File: src/rtl/flash_guard_pkg.sv
// Package for the flash write/erase lock guard.
// Assumes an 8-bit special function register bus on the system clock.
package flash_guard_pkg;

    // ************************************************************
    // Register addresses and fields
    // ************************************************************
    localparam logic [7:0] program_store_control_addr = 8'h8f;
    localparam logic [7:0] silicon_revision_id_addr   = 8'he2;
    localparam int         write_enable_bit           = 0;
    localparam int         erase_enable_bit           = 1;
    localparam logic [7:0] program_store_control_rst  = 8'h00;
    // Revision value arbitrary
    localparam logic [7:0] revision_id_default        = 8'h5a;

    // ************************************************************
    // Flash geometry
    // ************************************************************
    localparam int         addr_width = 16;
    localparam int         page_shift = 9;
    localparam int         page_width = addr_width - page_shift;
    localparam logic [7:0] lock_open  = 8'hff;

    // ************************************************************
    // Requesters and flash operations
    // ************************************************************
    typedef enum logic [1:0] {
        req_debug,
        req_unlocked_code,
        req_locked_code
    } requester_t;

    typedef enum logic [1:0] {
        op_read,
        op_write,
        op_erase
    } flash_op_t;

    typedef struct packed {
        logic                  valid;
        requester_t            who;
        flash_op_t             op;
        logic [addr_width-1:0] addr;
    } flash_req_t;

endpackage

File: src/rtl/page_lock_map.sv
// Page lock decoder: tells whether an address falls in a locked page.
// Assumes the lock byte is already captured from the last flash byte.
`timescale 1ns/1ps
module page_lock_map #(
    parameter int addr_width = flash_guard_pkg::addr_width,
    parameter int page_shift = flash_guard_pkg::page_shift
) (
    input  wire logic [7:0]            lock_byte,
    input  wire logic [addr_width-1:0] addr,
    input  wire logic [addr_width-1:0] lock_page_addr,
    output logic                       page_locked
);
    localparam int pw = addr_width - page_shift;

    wire logic [7:0]    locked_count = ~lock_byte;
    wire logic [pw-1:0] page_num     = addr[addr_width-1:page_shift];
    wire logic [pw-1:0] lock_page    =
        lock_page_addr[addr_width-1:page_shift];
    wire logic [pw:0]   page_wide    = {1'b0, page_num};
    wire logic [pw:0]   count_wide   = (pw + 1)'(locked_count);

    wire logic low_locked  = page_wide < count_wide;
    wire logic byte_locked = (page_num == lock_page) &&
                             (lock_byte != flash_guard_pkg::lock_open);

    assign page_locked = low_locked || byte_locked;
endmodule

File: src/rtl/flash_lock_guard.sv
// Flash write/erase lock guard with program store control and revision id.
// Assumes a single-cycle SFR bus and a flash controller on ref_clk.
// Assumes the lock byte value is fetched by the flash controller.
// Summary of operation
// - Code writes only while write enable set
// - Code erase needs write and erase enables
// - Last user flash byte is lock byte
// - Inverse lock byte counts locked pages
// - Lock byte page locked if any locked
// - Separate rules for three requesters
// - Readable 8-bit silicon revision field
`timescale 1ns/1ps
module flash_lock_guard #(
    parameter logic [7:0] revision_id =
        flash_guard_pkg::revision_id_default, // Value arbitrary
    parameter int         flash_bytes = 2048
) (
    input  wire logic                         ref_clk,
    input  wire logic                         rst,
    input  wire logic                         sfr_wr,
    input  wire logic                         sfr_rd,
    input  wire logic [7:0]                   sfr_addr,
    input  wire logic [7:0]                   sfr_wdata,
    output logic      [7:0]                   sfr_rdata,
    input  wire logic                         lock_load,
    input  wire logic [7:0]                   lock_value,
    input  wire flash_guard_pkg::flash_req_t  req,
    output logic                              grant,
    output logic                              deny,
    output logic      [7:0]                   lock_byte_out
);
    // ************************************************************
    // Local constants
    // ************************************************************
    localparam int            aw        = flash_guard_pkg::addr_width;
    localparam int            pg_shift  = flash_guard_pkg::page_shift;
    localparam logic [aw-1:0] lock_addr = aw'(flash_bytes - 1);
    localparam int            we_bit    =
        flash_guard_pkg::write_enable_bit;
    localparam int            ee_bit    =
        flash_guard_pkg::erase_enable_bit;
    localparam logic [7:0]    psc_mask  =
        8'(1 << we_bit) | 8'(1 << ee_bit);
    localparam int            n_who     =
        2 ** $bits(flash_guard_pkg::requester_t);
    localparam int            who_dbg   =
        int'(flash_guard_pkg::req_debug);
    localparam int            who_unl   =
        int'(flash_guard_pkg::req_unlocked_code);
    localparam int            who_lkd   =
        int'(flash_guard_pkg::req_locked_code);

    // ************************************************************
    // Registers
    // ************************************************************
    logic [7:0] program_store_control_reg;
    logic [7:0] program_store_control_next;
    logic [7:0] lock_byte_reg;
    logic [7:0] lock_byte_next;
    logic [7:0] rdata_reg;
    logic [7:0] rdata_next;
    logic       grant_reg;
    logic       grant_next;
    logic       deny_reg;
    logic       deny_next;

    // ************************************************************
    // Register decode
    // ************************************************************
    wire logic sel_psc   =
        sfr_addr == flash_guard_pkg::program_store_control_addr;
    wire logic sel_rev   =
        sfr_addr == flash_guard_pkg::silicon_revision_id_addr;
    wire logic psc_write = sfr_wr && sel_psc;

    assign program_store_control_next =
        psc_write ? (sfr_wdata & psc_mask) : program_store_control_reg;

    // ************************************************************
    // Program store enables
    // ************************************************************
    wire logic write_enable = program_store_control_reg[we_bit];
    wire logic erase_enable = program_store_control_reg[ee_bit];

    wire logic sw_write_en  = write_enable;
    wire logic sw_erase_en  = write_enable && erase_enable;

    // ************************************************************
    // Register read data
    // ************************************************************
    wire logic [7:0] psc_rd_word =
        sel_psc ? program_store_control_reg : 8'h00;
    wire logic [7:0] rev_rd_word =
        sel_rev ? revision_id : 8'h00;
    wire logic [7:0] rd_word     = psc_rd_word | rev_rd_word;

    assign rdata_next = sfr_rd ? rd_word : rdata_reg;

    // ************************************************************
    // Lock byte and page map
    // ************************************************************
    // Lock byte capture
    assign lock_byte_next = lock_load ? lock_value : lock_byte_reg;

    wire logic any_locked   =
        lock_byte_reg != flash_guard_pkg::lock_open;
    wire logic at_lock_byte = req.addr == lock_addr;
    logic      page_locked;

    page_lock_map #(
        .addr_width (aw),
        .page_shift (pg_shift)
    ) u_map (
        .lock_byte      (lock_byte_reg),
        .addr           (req.addr),
        .lock_page_addr (lock_addr),
        .page_locked    (page_locked)
    );

    // ************************************************************
    // Request decode
    // ************************************************************
    wire logic is_read  = req.op == flash_guard_pkg::op_read;
    wire logic is_write = req.op == flash_guard_pkg::op_write;
    wire logic is_erase = req.op == flash_guard_pkg::op_erase;

    // ************************************************************
    // Permission table, one entry per requester code
    // ************************************************************
    wire logic [n_who-1:0] may_read;
    wire logic [n_who-1:0] may_write;
    wire logic [n_who-1:0] may_erase;

    for (genvar w = 0; w < n_who; w++) begin : g_who
        if (w == who_dbg) begin : g_dbg
            // Locked part: only erase of the lock byte
            assign may_read[w]  = !any_locked;
            assign may_write[w] = !any_locked;
            assign may_erase[w] = !any_locked || at_lock_byte;
        end else if (w == who_unl) begin : g_unl
            assign may_read[w]  = !page_locked;
            assign may_write[w] = !page_locked && sw_write_en;
            assign may_erase[w] = !page_locked && sw_erase_en;
        end else if (w == who_lkd) begin : g_lkd
            assign may_read[w]  = 1'b1;
            assign may_write[w] = sw_write_en;
            assign may_erase[w] = sw_erase_en;
        end else begin : g_bad
            // Unused code is refused
            assign may_read[w]  = 1'b0;
            assign may_write[w] = 1'b0;
            assign may_erase[w] = 1'b0;
        end
    end

    // ************************************************************
    // Access decision
    // ************************************************************
    wire logic read_ok  = is_read  && may_read[req.who];
    wire logic write_ok = is_write && may_write[req.who];
    wire logic erase_ok = is_erase && may_erase[req.who];

    wire logic allow = read_ok || write_ok || erase_ok;

    assign grant_next = req.valid && allow;
    assign deny_next  = req.valid && !allow;

    // ************************************************************
    // Program store control register
    // ************************************************************
    always_ff @(posedge ref_clk) begin
        if (rst) begin
            program_store_control_reg <=
                flash_guard_pkg::program_store_control_rst;
        end else begin
            program_store_control_reg <= program_store_control_next;
        end
    end

    // ************************************************************
    // Lock byte register
    // ************************************************************
    always_ff @(posedge ref_clk) begin
        if (rst) begin
            lock_byte_reg <= flash_guard_pkg::lock_open;
        end else begin
            lock_byte_reg <= lock_byte_next;
        end
    end

    // ************************************************************
    // Read data register
    // ************************************************************
    always_ff @(posedge ref_clk) begin
        if (rst) begin
            rdata_reg <= 8'h00;
        end else begin
            rdata_reg <= rdata_next;
        end
    end

    // ************************************************************
    // Answer registers
    // ************************************************************
    always_ff @(posedge ref_clk) begin
        if (rst) begin
            grant_reg <= 1'b0;
            deny_reg  <= 1'b0;
        end else begin
            grant_reg <= grant_next;
            deny_reg  <= deny_next;
        end
    end

    // ************************************************************
    // Outputs
    // ************************************************************
    assign sfr_rdata     = rdata_reg;
    assign grant         = grant_reg;
    assign deny          = deny_reg;
    assign lock_byte_out = lock_byte_reg;
endmodule

File: config.mk
export PLATFORM = sky130hd
export DESIGN_NAME = flash_lock_guard
export DESIGN_NICKNAME = d
export VERILOG_FILES = /design/src/rtl/flash_guard_pkg.sv /design/src/rtl/page_lock_map.sv /design/src/rtl/flash_lock_guard.sv
export SDC_FILE = /design/constraint.sdc
export NUM_CORES = 1
export LEC_CHECK = 0
export ABC_AREA = 1
export BUFFER_PORTS_ARGS = -buffer_cell sky130_fd_sc_hd__buf_2
export CAP_MARGIN = 5
export CORE_ASPECT_RATIO = 1.1
export CORE_MARGIN = 5
export CORE_UTILIZATION = 39
export DETAILED_ROUTE_END_ITERATION = 8
export PLACE_DENSITY = 0.81
export SLEW_MARGIN = 10
export SYNTH_ARGS = -nofsm -noshare
export SYNTH_HDL_FRONTEND = slang
export SYNTH_SLANG_ARGS = --single-unit
File: constraint.sdc
create_clock -name ref_clk -period 2 [get_ports ref_clk]
set_input_delay 0.2 -clock ref_clk [delete_from_list [all_inputs] [get_ports ref_clk]]
set_output_delay 0.2 -clock ref_clk [all_outputs]
set_load 0.02 [all_outputs]
==> flow_metrics.tcl, run 1 <==
set metrics [dict create \
    die_area_um2 3390 \
    dp.cells 217 \
    yosysWarnings 0 \
    clkPwrFrac_pct 24.4 \
    setup_tns_ns 0 \
    syn_area_per_cell_um2 6.77 \
    critPathRequiredTime_ns 2.17 \
    grt_usage_pct 13.9 \
    setup_viol 0 \
    cp.arrival_ns 1.48 \
    power_density_nw_per_um2 554 \
    ios 68 \
    syn2layout_area_growth_pct 34.9 \
    rows 18 \
    synth-seq-area-share_pct 33.1 \
    cp-end-kind "flop" \
    vdd_drop_max_mv 0.482 \
    fin_crit_sh_pct 65.2 \
    nets 248 \
    cts.hold.buffers_added 0 \
    grt_max_degree 16 \
    synth_cell_types 22 \
    cap_violations 0 \
    core-area_um2 2230 \
    p_sw_mw 0.207 \
    ant_nets 0 \
    status "finished, final reports clean" \
    rsz0062_at_grt "false" \
    max_freq_ghz 0.767 \
    cts_tree "yes" \
    grt.overflow.total 0 \
    gp_congestion 0.801 \
    drive_above_1_share_pct 36.6 \
    largest_register_ffs 8 \
    hp-class "in2reg" \
    hpwl_um 1940 \
    synth_cells 134 \
    clock_skew_ns 0.00470 \
    finalHoldViolCount 0 \
    io_buffer_count 58 \
    detail_route.iter0.violations 16 \
    grt_antenna_before_repair 0 \
    grt_pass1_wl_um 3770 \
    ys_ff_latch 15 \
    synth_largest_area_cell "dfxtp_1" \
    sw_frac_of_total_pct 30.6 \
    clock_path_buffers 2 \
    htree_levels 1 \
    first_global_vias 945 \
    finalNonFillerCells 221 \
    cts_setup_buffers 0 \
    comb_power_share_pct 27.3 \
    power_frac_seq_pct 48.3 \
    root_buffer "clkbuf_4" \
    reg2reg_depth 9 \
    finalMaxSlewViolations 0 \
    ys_top_cells_by_area "dfxtp_1 (33%), nand2_1 (13%), a21oi_1 (8.3%)" \
    placed_cell_area_um2 1200 \
    power.leakage_nw 0.680 \
    drt-pass1-iter-count 4 \
    clk_pin_slew_ns 0.09 \
    ctsResizeCount 0 \
    clk_latency_ns 0.27 \
    final_cell_mix "buf_2 (58), nand2_1 (32), a21oi_1 (15), dfxtp_1 (15)" \
    criticalPathCategory "reg2reg" \
    cts_buffers 3 \
    internal-power_mw 0.470 \
    wl_per_cell_um 10.3 \
    hold_depth 3 \
    finalWorstPathRequiredPeriod_ns 1.30 \
    final_design_area_no_fill_um2 1220 \
    final_common_cell "buf_2" \
    die_x_um 56.0 \
    routed_via_density 4.55 \
    routed_wl_um 2270 \
    start_kind "flop" \
    initial_core_util_pct 40.7 \
    die_y_um 60.6 \
    path_max_fanout 3 \
    synthDominantCellAreaShare_pct 33.1 \
    n_antenna_cell 0 \
    clock_sinks 15 \
    drc 0 \
    netlist_area_um2 907 \
    vias 1005 \
]
## synth_stat cells
| cell | number |
|---|---|
| nor3_1 | 1 |
| nand2_2 | 1 |
| o21ai_1 | 10 |
| nor4_2 | 1 |
| nor2_2 | 1 |
| a21oi_2 | 1 |
| a21oi_1 | 15 |
| ha_1 | 6 |
| dfxtp_1 | 15 |
| o211a_1 | 1 |
| nor2_1 | 13 |
| inv_2 | 4 |
| nand4_1 | 1 |
| buf_4 | 5 |
| clkbuf_1 | 2 |
| nand3_1 | 7 |
| nor4_4 | 1 |
| inv_1 | 13 |
| conb_1 | 1 |
| clkinv_1 | 1 |
| o21ai_0 | 2 |
| nand2_1 | 32 |
## cell families after synthesis
logic type | Yosys count | synth area share [%]
compound gates | 29 | 17.0
fa+ha+maj | 6 | 8.28
buf+inv | 25 | 12.4
flops | 15 | 33.1
other cells | 1 | 0.413
simple gates | 58 | 28.8
## critical path, stage by stage (launching register included)
cell and delay (ns):
dfxtp_1 0.33, ha_1 0.29, a21oi_1 0.14, nor2_1 0.05, a21oi_1 0.10, nand2_1 0.07, nand2_1 0.06, nand2_1 0.06
nand2_1 0.07, nor2_1 0.04
## worst paths after layout
check / end / slack (ns) / start
max: grant / 0.70 / lock_byte_out[5]
min: lock_byte_out[1] / 0.13 / lock_value[1]
max reg2reg: grant / 0.70 / lock_byte_out[5]
min reg2reg: program_store_control_reg[1] / 0.49 / program_store_control_reg[1]
## routing by layer
layer / global-route usage (%) / vias up / share of wire, %
li1: - / 545 / -
met1: 15.3 / 414 / 43
met2: 24.7 / 44 / 44
met3: 4.68 / 2 / 12
met4: 6.10 / 0 / 0.66
met5: 0 / - / 0
## power by group through the flow
stage	registers [mW]	clock network [mW]	logic [mW]
after detailed placement	0.334	0	0.186
after global routing	0.330	0.190	0.210
final	0.327	0.165	0.185
after global placement	0.334	0	0.183
after CTS	0.328	0.171	0.187
after floorplan	0.352	0	0.0942
## final cells by class
class / instances / area, µm²
multi-input cells: 96 / 502
clock buffers: 4 / 26.3
well taps: 30 / 37.5
fillers: 234 / 1010
flip-flops and latches: 15 / 300
repair buffers: 58 / 290
inverters: 18 / 67.6
## per-stage QoR
stage / util (%) / setup WS [ns] / hold WS [ns] / power, mW
after detailed placement: 53.7 / 0.685 / 0.418 / 0.520
final: 54.9 / 0.696 / 0.131 / 0.678
after global placement: 53.7 / 0.675 / 0.413 / 0.517
after global routing: 54.9 / 0.507 / 0.143 / 0.731
after CTS: 54.9 / 0.685 / 0.127 / 0.685
after floorplan: - / 0.648 / 0.294 / 0.446
Note: power is estimated with default switching activity, not from simulation.
==> inputs of run 2 (changes only) <==
Settings changed: CORE_UTILIZATION 39 to 35, PLACE_DENSITY 0.81 to 0.77.
Clock period 2 ns to 1.1 ns, I/O delays scaled along.
==> flow_metrics.tcl, run 2 (synthesized netlist as in run 1, its figures left out) <==
set metrics [dict create \
    hold_depth 3 \
    setup_slack_ns -0.118 \
    rrSetupSlack_ns -0.12 \
    reg2reg_from "lock_byte_out[1]" \
    power.leakage_nw 0.717 \
    timing.rr.end "grant" \
    reg2reg_depth 11 \
    hold_ws_ns 0.0367 \
    path_max_fanout 2 \
    die_y_um 63.4 \
    finalWorstPathRequiredPeriod_ns 1.22 \
    finalMaxSlewViolations 0 \
    cp-end-kind "flop" \
    start_kind "flop" \
    wl_per_cell_um 10.4 \
    cp.arrival_ns 1.44 \
    die_area_um2 3710 \
    vdd_drop_max_mv 0.740 \
    pre_cts_ws_ns -0.116 \
    finalHoldViolCount 0 \
    hp-start "lock_value[1]" \
    gp_congestion 0.756 \
    clock_sinks 15 \
    drt-pass1-iter-count 4 \
    setup_viol 2 \
    setup_tns_ns -0.224 \
    grt_max_degree 16 \
    clk_pin_slew_ns 0.09 \
    max_stage_delay_ns 0.36 \
    clock_path_buffers 2 \
    power_density_nw_per_um2 951 \
    grt_usage_pct 13.0 \
    rsz0062_at_grt "true" \
    crit_path_top_delay_cell "dfxtp_4" \
    ios 68 \
    cts_tree "yes" \
    ant_nets 0 \
    routed_via_density 4.44 \
    core-area_um2 2500 \
    drc 0 \
    crit_top_cell "nand2_1" \
    hp-class "in2reg" \
    grt_antenna_before_repair 0 \
    holdPathEnd "lock_byte_out[1]" \
    rows 19 \
    n_antenna_cell 0 \
    max_freq_ghz 0.821 \
    final_cell_mix "buf_2 (58), nand2_1 (30), a21oi_1 (14), inv_1 (13), nor2_1 (13)" \
    htree_levels 1 \
    hpwl_um 2100 \
    first_global_vias 979 \
    io_buffer_count 58 \
    cts_setup_buffers 0 \
    die_x_um 58.5 \
    clock_skew_ns 0.00468 \
    detail_route.iter0.violations 18 \
    nets 254 \
    largest_register_ffs 8 \
    criticalPathCategory "reg2reg" \
    cts_buffers 3 \
    syn2layout_area_growth_pct 50.8 \
    fin_util_pct 54.8 \
    root_buffer "clkbuf_4" \
    final_common_cell "buf_2" \
    grt_pass1_wl_um 3900 \
    violations "negative setup slack" \
    cap_violations 0 \
    clk_latency_ns 0.28 \
    routed_wl_um 2380 \
    power_mw 1.30 \
    drive_above_1_share_pct 47.2 \
    fin_crit_sh_pct 111 \
    grt.overflow.total 0 \
    critPathRequiredTime_ns 1.32 \
    num-fill-cells 250 \
    cts.hold.buffers_added 0 \
    status "finished, violations left" \
    vias 1012 \
    initial_core_util_pct 36.3 \
    path_cells "ha_4, o21ai_2, nand2_1, nand2_1, nand2_1, nand2_1, nand2_1, nand2_1, nand2_1, nand2_1, nor2_1" \
]
## run 2: changes by cell type in the layout (fill, tap and decap cells not counted), sizes merged
cell,change
buf,+6
clkbuf,-1
clkinv,+1
## run 2: what timing repair did
action | CTS | global route
pin swaps | 1 | 0
setup endpoints to repair | 2 | 2
resized for setup | 0 | 3
## run 2: layout make-up
type | count | area (µm²) | share of cell area, %
multi-input combinational | 96 | 577 | 42.2
sequential | 15 | 322 | 23.5
inverter | 18 | 67.6 | 4.94
clock inverter | 1 | 5.00 | 0.366
tap | 31 | 38.8 | 2.84
clock buffer | 3 | 22.5 | 1.65
timing repair buffer | 64 | 335 | 24.5
## run 2: worst max-delay path: cells and delay by family, from the launching register on
family	cells	cell delay, ns
AND/OR/NAND/NOR	9	0.50
flip-flops	1	0.36
adder cells (fa/ha/maj)	1	0.26
AO/OA/AOI/OAI	1	0.04
## run 2: through the flow
| step | area [µm²] | instances |
|---|---|---|
| finish | 1370 | 228 |
| detailed placement | 1330 | 224 |
| floorplan | 1000 | 136 |
| global placement | 1330 | 224 |
| CTS | 1360 | 228 |
| global route | 1370 | 228 |
## run 2: per-layer routing
layer  wire (µm)  track usage, %  share of wire [%]  vias up
met5           0               0                  0        -
met4           0            2.61                  0        0
met3         195            2.45                8.2        0
met2        1170            22.6                 49       34
met1        1010            16.3                 43      424
li1            -               -                  -      554
## run 2: report_power, final
| group | internal [mW] | switching, mW |
|---|---|---|
| Clock | 0.135 | 0.172 |
| Sequential | 0.570 | 0.0251 |
| Combinational | 0.186 | 0.214 |
| Total | 0.890 | 0.411 |
## run 2: how the worst max path moves through the flow
stage,from,slack [ns],depth (start not counted),end
final,lock_byte_out[1],-0.12,11,grant
after global routing,lock_byte_out[1],-0.23,11,grant
after CTS,lock_byte_out[1],-0.13,10,deny
after detailed placement,lock_byte_out[5],-0.12,9,grant
after global placement,lock_byte_out[1],-0.11,11,grant
after floorplan,lock_byte_out[1],-0.07,11,grant
